==> src/include/cbnz_pkg.sv <==
package cbnz_pkg;

    // Instruction word layout.
    localparam int          CBNZ_IW_W        = 16;
    localparam int          CBNZ_PC_W        = 21;
    localparam int          CBNZ_OFF_W       = 8;
    localparam logic [7:0]  CBNZ_OPC_BNZ     = 8'hE1;
    localparam logic [7:0]  CBNZ_OPC_BRANCH_IF_OVERFLOW_CLEAR    = 8'hE5;
    localparam int          CBNZ_OPC_MSB     = 15;
    localparam int          CBNZ_OPC_LSB     = 8;
    localparam logic [20:0] CBNZ_WORD_BYTES  = 21'h000002;

    // Status flag positions in the status byte.
    localparam int          CBNZ_ZERO_BIT    = 2;
    localparam int          CBNZ_OVF_BIT     = 3;

    // Quarter-phase encodings Q1 to Q4.
    localparam logic [1:0]  CBNZ_Q1          = 2'h0;
    localparam logic [1:0]  CBNZ_Q2          = 2'h1;
    localparam logic [1:0]  CBNZ_Q3          = 2'h2;
    localparam logic [1:0]  CBNZ_Q4          = 2'h3;

    typedef enum logic [1:0] {
        CBNZ_ACT_NOP,
        CBNZ_ACT_DECODE,
        CBNZ_ACT_READ_LIT,
        CBNZ_ACT_PROCESS
    } cbnz_act_t;

    typedef enum {
        CBNZ_ST_EXEC,
        CBNZ_ST_FLUSH
    } cbnz_state_t;

    // Instruction presented by fetch at Q1 of an instruction cycle.
    typedef struct packed {
        logic                 valid;
        logic [15:0]          word;
        logic [20:0]          addr;
    } cbnz_fetch_t;

    // Program counter update sent back to the fetch unit.
    typedef struct packed {
        logic                 wr;
        logic                 taken;
        logic                 flush;
        logic [20:0]          target;
    } cbnz_pc_t;

endpackage : cbnz_pkg

==> src/core/cbnz_branch.sv <==
// Function
// RULE_01 - Opcode upper byte 1110 0001 decodes as branch_if_zero_clear; low byte is offset.
// RULE_02 - Offset is signed -128..127 and doubled into a byte displacement.
// RULE_03 - Taken target is branch address plus 2 plus twice the offset.
// RULE_04 - Branch taken only when Zero reads 0, else fall through to next word.
// RULE_05 - No status flag changes, taken or not.
// RULE_06 - Not taken costs one cycle; taken costs two with fetch flushed.
// RULE_07 - Taken first cycle: decode Q1, read literal Q2, process Q3, write PC Q4.
// RULE_08 - Second cycle of a taken branch does nothing in Q1 to Q4.
// RULE_09 - Not taken: decode, read, process, then no PC write in Q4.
// RULE_10 - branch_if_overflow_clear with Overflow 1 advances two bytes to next word.
// RULE_11 - Opcode 1110 0101 is branch_if_overflow_clear, taken when Overflow is 0.
// RULE_12 - Instruction is one 16-bit word; fall through is two bytes on.
`timescale 1ns/1ns

module cbnz_branch
    import cbnz_pkg::*;
(
    // Clock and reset
    input  wire logic        clk,
    input  wire logic        sys_rst,
    // Instruction from fetch and live status byte
    input  wire cbnz_fetch_t fetch_in,
    input  wire logic [7:0]  status_in,
    // Program counter update to fetch
    output cbnz_pc_t         pc_out,
    // Phase activity and flag write strobe
    output logic [1:0]       phase_out,
    output cbnz_act_t        act_out,
    output logic             busy_out,
    output logic             status_we_out,
    output logic [7:0]       status_out
);

    ////////////////////////////////////////////////////////////////////////////
    // Quarter-phase counter: each instruction cycle is four clocks Q1..Q4.

    logic [1:0]  phase_q;
    cbnz_state_t state_q;

    always_ff @(posedge clk)
    begin
        if (sys_rst)
            phase_q <= CBNZ_Q1;
        else
            phase_q <= phase_q + 2'h1;
    end

    ////////////////////////////////////////////////////////////////////////////
    // Decode, latched at Q1 of an execute cycle.

    logic        is_bnz;
    logic        is_branch_if_overflow_clear;
    logic        ins_q;
    logic        take_q;
    logic [7:0]  lit_q;
    logic [20:0] base_q;
    logic [20:0] disp_d;
    logic [20:0] target_q;

    // [RULE_01] [RULE_11]
    assign is_bnz  = fetch_in.word[CBNZ_OPC_MSB:CBNZ_OPC_LSB] == CBNZ_OPC_BNZ;
    assign is_branch_if_overflow_clear = fetch_in.word[CBNZ_OPC_MSB:CBNZ_OPC_LSB] == CBNZ_OPC_BRANCH_IF_OVERFLOW_CLEAR;

    // Branch presence is latched at Q1 of an execute cycle; the flush cycle ignores fetch.
    always_ff @(posedge clk)
    begin
        if (sys_rst)
            ins_q <= 1'b0;
        else if (phase_q == CBNZ_Q1 && state_q == CBNZ_ST_EXEC)
            ins_q <= fetch_in.valid && (is_bnz || is_branch_if_overflow_clear);     // [RULE_01] [RULE_11]
    end

    // Flags are sampled at decode; later writers cannot change the outcome.
    always_ff @(posedge clk)
    begin
        if (sys_rst)
            take_q <= 1'b0;
        else if (phase_q == CBNZ_Q1 && state_q == CBNZ_ST_EXEC)
            take_q <= (is_bnz && !status_in[CBNZ_ZERO_BIT])     // [RULE_04]
                   || (is_branch_if_overflow_clear && !status_in[CBNZ_OVF_BIT]);    // [RULE_11] [RULE_10]
    end

    // The counter has already moved past the branch word when the target is formed.
    always_ff @(posedge clk)
    begin
        if (sys_rst)
            base_q <= '0;
        else if (phase_q == CBNZ_Q1 && state_q == CBNZ_ST_EXEC)
            base_q <= fetch_in.addr + CBNZ_WORD_BYTES;          // [RULE_12] [RULE_03]
    end

    // Literal read in Q2.
    always_ff @(posedge clk)
    begin
        if (sys_rst)
            lit_q <= '0;
        else if (phase_q == CBNZ_Q2 && state_q == CBNZ_ST_EXEC)
            lit_q <= fetch_in.word[CBNZ_OFF_W-1:0];             // [RULE_01]
    end

    // Sign-extend and double the offset, one bit of the displacement at a time. [RULE_02]
    for (genvar b = 0; b < CBNZ_PC_W; b++)
    begin : g_disp
        if (b == 0)
        begin : g_zero
            assign disp_d[b] = 1'b0;
        end
        else if (b <= CBNZ_OFF_W)
        begin : g_lit
            assign disp_d[b] = lit_q[b-1];
        end
        else
        begin : g_sign
            assign disp_d[b] = lit_q[CBNZ_OFF_W-1];
        end
    end

    // Target computed in Q3. [RULE_03]
    always_ff @(posedge clk)
    begin
        if (sys_rst)
            target_q <= '0;
        else if (phase_q == CBNZ_Q3 && state_q == CBNZ_ST_EXEC)
            target_q <= base_q + disp_d;
    end

    ////////////////////////////////////////////////////////////////////////////
    // Cycle sequencing: a taken branch adds one flush cycle.

    always_ff @(posedge clk)
    begin
        if (sys_rst)
            state_q <= CBNZ_ST_EXEC;
        else if (phase_q == CBNZ_Q4)
        begin
            unique case (state_q)
                CBNZ_ST_EXEC:
                    if (ins_q && take_q)
                        state_q <= CBNZ_ST_FLUSH;               // [RULE_06]
                CBNZ_ST_FLUSH:
                    state_q <= CBNZ_ST_EXEC;                    // [RULE_06]
            endcase
        end
    end

    ////////////////////////////////////////////////////////////////////////////
    // Program counter update, launched at the Q4 edge of an execute cycle.

    logic        pc_wr_q;
    logic        pc_flush_q;
    logic        pc_taken_q;
    logic [20:0] pc_target_q;
    logic        retire_d;
    logic        fire_d;

    // A decoded branch retires at Q4; only a taken one writes the counter.
    assign retire_d = phase_q == CBNZ_Q4 && state_q == CBNZ_ST_EXEC && ins_q;
    assign fire_d   = retire_d && take_q;

    // Write strobe: one clock, in Q4 of the first cycle, taken only.
    always_ff @(posedge clk)
    begin
        if (sys_rst)
            pc_wr_q <= 1'b0;
        else
            pc_wr_q <= fire_d;                                  // [RULE_07] [RULE_09]
    end

    // Flush strobe travels with the write so fetch drops the prefetched word.
    always_ff @(posedge clk)
    begin
        if (sys_rst)
            pc_flush_q <= 1'b0;
        else
            pc_flush_q <= fire_d;                               // [RULE_06]
    end

    // Outcome of the last retired branch; held until the next one retires.
    always_ff @(posedge clk)
    begin
        if (sys_rst)
            pc_taken_q <= 1'b0;
        else if (retire_d)
            pc_taken_q <= take_q;                               // [RULE_04]
    end

    // Target: the computed jump, or the next word when the branch falls through.
    always_ff @(posedge clk)
    begin
        if (sys_rst)
            pc_target_q <= '0;
        else if (fire_d)
            pc_target_q <= target_q;                            // [RULE_03]
        else if (retire_d)
            pc_target_q <= base_q;                              // [RULE_10] [RULE_12]
    end

    assign pc_out = '{wr: pc_wr_q, taken: pc_taken_q, flush: pc_flush_q, target: pc_target_q};

    ////////////////////////////////////////////////////////////////////////////
    // Phase activity follows the current phase one clock later, aligned with pc_out.

    always_ff @(posedge clk)
    begin
        if (sys_rst)
            phase_out <= CBNZ_Q1;
        else
            phase_out <= phase_q;
    end

    // Busy marks the discarded second cycle of a taken branch.
    always_ff @(posedge clk)
    begin
        if (sys_rst)
            busy_out <= 1'b0;
        else
            busy_out <= state_q == CBNZ_ST_FLUSH;               // [RULE_06] [RULE_08]
    end

    always_ff @(posedge clk)
    begin
        if (sys_rst)
            act_out <= CBNZ_ACT_NOP;
        else if (state_q == CBNZ_ST_FLUSH)
            act_out <= CBNZ_ACT_NOP;                            // [RULE_08]
        else
        begin
            unique case (phase_q)
                CBNZ_Q1: act_out <= CBNZ_ACT_DECODE;            // [RULE_07]
                CBNZ_Q2: act_out <= CBNZ_ACT_READ_LIT;          // [RULE_07]
                CBNZ_Q3: act_out <= CBNZ_ACT_PROCESS;           // [RULE_07]
                CBNZ_Q4: act_out <= CBNZ_ACT_NOP;               // [RULE_09]
            endcase
        end
    end

    ////////////////////////////////////////////////////////////////////////////
    // Flags are never written back: the strobe is held low in every cycle.

    always_ff @(posedge clk)
    begin
        if (sys_rst)
            status_we_out <= 1'b0;
        else
            status_we_out <= 1'b0;                              // [RULE_05]
    end

    // Each status bit is passed on one clock late, untouched.
    for (genvar s = 0; s < $bits(status_in); s++)
    begin : g_status
        always_ff @(posedge clk)
        begin
            if (sys_rst)
                status_out[s] <= 1'b0;
            else
                status_out[s] <= status_in[s];                  // [RULE_05]
        end
    end

endmodule : cbnz_branch

==> config.mk <==
export PLATFORM = sky130hd
export DESIGN_NAME = cbnz_branch
export DESIGN_NICKNAME = d
export VERILOG_FILES = /design/src/include/cbnz_pkg.sv /design/src/core/cbnz_branch.sv
export SDC_FILE = /design/constraint.sdc
export NUM_CORES = 1
export LEC_CHECK = 0
export BUFFER_PORTS_ARGS = -buffer_cell sky130_fd_sc_hd__buf_2
export CAP_MARGIN = 40
export CORE_MARGIN = 8
export CORE_UTILIZATION = 50
export DETAILED_ROUTE_END_ITERATION = 10
export PLACE_DENSITY = 0.86
export RECOVER_POWER = 25
export SLEW_MARGIN = 25
export SYNTH_ARGS = -nofsm -noshare
export SYNTH_HDL_FRONTEND = slang
export SYNTH_SLANG_ARGS = --single-unit
==> constraint.sdc <==
create_clock -name clk -period 2.15 [get_ports clk]
set_input_delay 0.215 -clock clk [delete_from_list [all_inputs] [get_ports clk]]
set_output_delay 0.215 -clock clk [all_outputs]
set_load 0.02 [all_outputs]
# [After elaboration in Yosys (flattened, before gate mapping)]
# Index checks and enable logic that the tools add are counted.
[word_totals] regBits=122 wordCells=57 input_bits=48 output_inout_bits=38
[op_classes] n_mux=5 n_reduce_logical=20 eq_ne=8 n_addsub=3
[op_table] operator="zero test 32 bit" count=2
[op_table] operator="one-hot mux 32 bit (2 select lines)" count=1
[op_table] operator="two-way mux 21 bit" count=2
[op_table] operator="== test 32 x 1 -> 1 bit, second input constant" count=1
[op_table] operator="== test 32 x 2 -> 1 bit, second input constant" count=1
[op_table] operator="two-way mux 32 bit" count=1
[op_table] operator="adder 21 x 2 -> 21 bit, second input constant" count=1
[op_table] operator="adder 21 bit" count=1
[op_table] operator="== test 8 bit, second input constant" count=2
[op_table] operator="logical AND 1 bit" count=10
[op_table] operator="one-hot mux 2 bit (4 select lines)" count=1
[op_table] operator="== test 2 bit, second input constant" count=2
[op_table] operator="adder 2 x 1 -> 2 bit, second input constant" count=1
[op_table] operator="== test 2 x 1 -> 1 bit, second input constant" count=1
[op_table] operator="zero test 1 bit" count=2
[op_table] operator="zero test 2 bit" count=1
[op_table] operator="logical OR 1 bit" count=2
[op_table] operator="!= test 2 bit, second input constant" count=1
[op_table] operator="AND reduction 2 bit" count=1
[op_table] operator="nonzero test 2 bit" count=1
[op_table] operator="OR reduction 2 bit" count=1

# [Depth between registers and ports, before layout]
[depth] word_depth=5 ltp_mapped=8 mapped_depth_nobuf=8

# [Least setup slack after synthesis]
# OpenSTA, ideal clock, no wires.
[synth_timing] path_kind="register to register" startpoint="reg lit_q[7]" endpoint="reg target_q[16]" period_less_slack_ps=2354 slack_ps=-204 n_path_buf=1 t_arrival_ps=2237 t_required_ps=2033 setup_ps=117 stages_incl_launch_ff=8 cell_sequence="dfxtp_1 ha_1 clkbuf_1 a211oi_1 o21ai_0 o211a_1 or4_1 a32o_1"
[synth_between] elab_chain_cells=1
[synth_rtl] item="from (decl)" line="cbnz_branch.sv:56" source="logic [7:0] lit_q;"
[synth_rtl] item="from (signal assigned)" line="cbnz_branch.sv:99" source="lit_q <= fetch_in.word[CBNZ_OFF_W-1:0];"
[synth_rtl] item="adder 21 bit" line="cbnz_branch.sv:125" source="target_q <= base_q + disp_d;"
[synth_rtl] item="to (signal assigned)" line="cbnz_branch.sv:125"
[synth_rtl] item="to (decl)" line="cbnz_branch.sv:59" source="logic [20:0] target_q;"
# Every way passes these cells.
# A chain may end at the register's enable or synchronous reset.

# [Final worst setup path]
[layout_timing] startpoint="reg lit_q[1]" endpoint="reg target_q[10]"
# The elaborated chain is that of the path after synthesis.

==> summary.md <==
| Metric | Value |
|---|---|
| Outcome | `finished with violations` |
| Failing checks | `setup timing` |
| Clk slew on worst S/H paths | `0.10 ns` |
| Max Clk Rate | `445 MHz` |
| Register bit total from synthesis | `91` |
| Die extent in x | `112 µm` |
| Root Driver | `clkbuf_8` |
| Clk pwr share | `30.9%` |
| Total power | `3.83 mW` |
| Setup violations, final | `5` |
| H-tree levels | `3` |
| IO Count | `86` |
| Final Cycle Share | `105%` |
| Max FO, Critical Path | `3` |
| Gp weighted congestion | `0.924` |
| Worst setup startpoint | `lit_q[1]$_SDFFE_PP0P_` |
| CP dominant cell by count | `a21oi_1` |
| Vias in the first global route | `4,225` |
| Crit path DAT | `2.51 ns` |
| Cells after synthesis | `521` |
| Critical path data required time | `2.41 ns` |
| Drt drc | `0` |
| Worst path cell trace | `ha_1, a21oi_1, nor2_1, buf_4, o211ai_1, a21oi_1, or3_1, a32o_1` |
| Mapped Area | `4570 µm²` |
| Worst r2r dst | `target_q[10]$_SDFFE_PP0P_` |
| Num Clock Sinks | `91` |
| First-pass GRT wire length | `19.8 mm` |
| Final setup margin | `-0.0992 ns` |
| R2r worst-path depth | `8` |
| Routed len/inst | `16.4 µm` |
| R2r setup slk | `-0.1 ns` |
| Reg-to-reg critical path startpoint | `lit_q[1]$_SDFFE_PP0P_` |
| DRT antenna net count | `0` |
| Synth area leaders | `dfxtp_1 (40%), ha_1 (6.8%), mux2i_1 (6.8%), a211oi_1 (6.4%), nor2_1 (6.2%)` |
| Hold_sp | `status_in[4]` |
| Site Rows | `35` |
| Hold path endpoint | `status_out[4]$_SDFF_PP0_` |
| CTS tree | `done` |
| RSZ-0062 raised after global routing | `yes` |
| Worst skew pair latency | `0.37 ns` |
| Grt total ovfl | `0` |
| Sw Ratio | `30.3%` |
| Fillcell total | `768` |
| Normalized max-slew margin | `48.6%` |
| Area Overhead vs Synth | `25.2%` |
| Gate power share | `20.6%` |
| Worst Hold Depth | `2` |
| Syn nets | `595` |
| Post-synth top flop | `dfxtp_1` |
| Via Count | `4,287` |
| Die area | `12,500 µm²` |
| Synth Area per Inst | `8.77 µm²` |
| Library cells used by synthesis | `55` |
| CTS max path bufs | `2` |
| MaxCap Viol Count | `0` |
| Vias per cell | `5.73` |
| Starting Density | `50.4%` |
| Ys async rst share | `0%` |
| Hold_buf cts | `0` |
| Die H | `112 µm` |
| Worst IR drop on VDD | `0.439 mV` |
| Diodes inserted | `0` |
| Skew final | `0.0114 ns` |
| HPWL after detailed placement | `9.00 mm` |
| HP Class | `in2reg` |
| Synth area leader | `dfxtp_1` |
| Routed WL | `12.3 mm` |
| Pwr Density | `670 nW/µm²` |
| Core area | `9060 µm²` |
| Share of cells above drive strength 1 | `26.5%` |
| Startpoint Class | `flip-flop` |
| Largest net degree at the start of global routing | `45` |
| Synth Warn # | `0` |
| Critical Path Stages | `8` |
| Worst-Margin Slew | `0.771 ns` |
| Setup_tns | `-0.191 ns` |
| Max-slew violations | `0` |
| Critical path's largest stage delay | `0.35 ns` |
| Sw Pwr | `1.16 mW` |
| Initial antenna violation count | `0` |
| # port buffers | `84` |
| Worst setup EP type | `flip-flop` |
| Drt first pass iters | `5` |
| Hold Fails Final Rpt | `0` |
| Drt first-iter violations | `287` |
| Internal power | `2.67 mW` |
| CTS buffer count | `9` |
| Critical Path Slowest Stage Cell | `dfxtp_2` |
| Fin crit period | `2.25 ns` |
| Hold_ws | `0.0534 ns` |
| Post-synth top area share | `39.9%` |
| CP Buf/Inv Count | `1` |
| Top Family by Delay on Critical Path | `compound AO/OA/AOI/OAI gates` |
| EDFF count, synth | `0` |
| Crit Path Category | `reg2reg` |
| Overall Global Routing Usage | `19.2%` |
| Nets | `706` |
| P_leak | `2.38 nW` |
| Seq pwr share | `48.5%` |
| Sequential cell area fraction in the yosys report | `39.9%` |
## worst max-delay path by stage
stage	endpoint	slack [ns]
2_1_floorplan	target_q[16]$_SDFFE_PP0P_	0.02
3_3_place_gp	target_q[16]$_SDFFE_PP0P_	-0.05
3_5_place_dp	target_q[19]$_SDFFE_PP0P_	-0.14
4_1_cts	target_q[19]$_SDFFE_PP0P_	0.002
5_1_grt	target_q[10]$_SDFFE_PP0P_	-0.13
6_report	target_q[10]$_SDFFE_PP0P_	-0.1
## area by class of cell
type | count | area [µm²] | area share, %
sequential | 91 | 1830 | 32.0
tap | 111 | 139 | 2.43
timing repair buffer | 132 | 793 | 13.9
clock inverter | 7 | 75.1 | 1.31
clock buffer | 9 | 124 | 2.17
inverter | 8 | 30.0 | 0.525
multi-input combinational | 390 | 2730 | 47.6
## cell usage after synthesis, types with 2 or more instances
| cell | instances |
|---|---|
| dfxtp_1 | 91 |
| a211oi_1 | 39 |
| o41ai_1 | 3 |
| and4_1 | 2 |
| nand4_1 | 6 |
| nor2b_1 | 16 |
| mux2i_1 | 31 |
| and2_1 | 2 |
| nand3_1 | 16 |
| xnor2_1 | 9 |
| xor2_1 | 15 |
| nand3b_1 | 2 |
| nand2_1 | 39 |
| nor2_1 | 75 |
| buf_4 | 4 |
| nand2b_1 | 2 |
| a32o_1 | 3 |
| or3_1 | 5 |
| a31o_2 | 2 |
| o211ai_1 | 3 |
| inv_1 | 8 |
| a22oi_1 | 3 |
| and3_1 | 5 |
| o31ai_1 | 2 |
| a21o_1 | 7 |
| nor3_1 | 7 |
| a21oi_1 | 30 |
| clkbuf_1 | 23 |
| ha_1 | 25 |
| a311oi_1 | 3 |
| o21ai_0 | 14 |
| or4_1 | 2 |
| buf_1 | 5 |
## metal layers
metal	track usage, %	vias to the layer above	wire length (µm)
li1	-	2096	-
met1	24.1	1996	5560
met2	31.0	165	5620
met3	4.65	30	842
met4	7.84	0	282
met5	0	-	0
## flip-flops by register name (all words and copies together), names as in the netlist
register / cells
lit_q: 8
ins_q: 1
act_out: 2
busy_out: 1
phase_out: 2
pc_target_q: 21
pc_taken_q: 1
target_q: 21
pc_flush_q: 1
phase_q: 2
state_q: 1
base_q: 21
status_out: 8
take_q: 1
## power groups by stage
stage	combinational, mW	clock (mW)	sequential (mW)
floorplan	0.443	0	1.89
finish	0.789	1.18	1.86
detailed placement	0.740	0	1.89
CTS	0.755	1.19	1.85
global placement	0.715	0	1.88
global route	0.869	1.26	1.87
## cell usage in the layout, fill, tap and decap left out, types with 5 or more instances in the layout
cell type	instances
inv_1	8
a21o_1	7
nor2_1	75
a21oi_2	8
o21ai_0	9
xnor2_1	9
and3_1	5
a211oi_1	37
mux2i_1	31
nand2_1	38
dfxtp_2	6
ha_1	21
clkbuf_1	18
nor2b_1	15
nand3_1	15
nand4_1	6
buf_4	44
o21ai_1	5
nor3_1	6
or3_1	5
a21oi_1	22
dfxtp_1	84
clkbuf_8	9
xor2_1	15
buf_2	67
## repair_timing
item | CTS | global route
gates resized for setup | 11 | 24
pin swaps | 3 | 10
setup endpoints to repair | 8 | 10
setup buffers | 3 | 2
## through the flow
stage	util (%)	instance area [µm²]	cells	setup WS [ns]
6_report	63.1	5720	748	-0.0992
5_1_grt	63.1	5720	748	-0.133
4_1_cts	62.3	5650	746	0.00153
3_3_place_gp	59.3	5370	727	-0.0455
3_5_place_dp	59.3	5370	727	-0.137
2_1_floorplan	-	4580	521	0.0172
## cells by family (layout without fill, tap and decap cells)
logic type | after synthesis | after routing | synth area share, %
XOR/XNOR | 24 | 24 | 4.60
buffers and inverters | 40 | 156 | 3.61
adder cells (fa/ha/maj) | 26 | 26 | 7.28
other | 1 | 1 | 0.0821
multiplexers | 32 | 32 | 7.04
AND/OR/NAND/NOR | 186 | 186 | 19.2
flip-flops | 91 | 91 | 39.9
AO/OA/AOI/OAI | 121 | 121 | 18.3
Note: power is estimated with default switching activity, not from simulation.
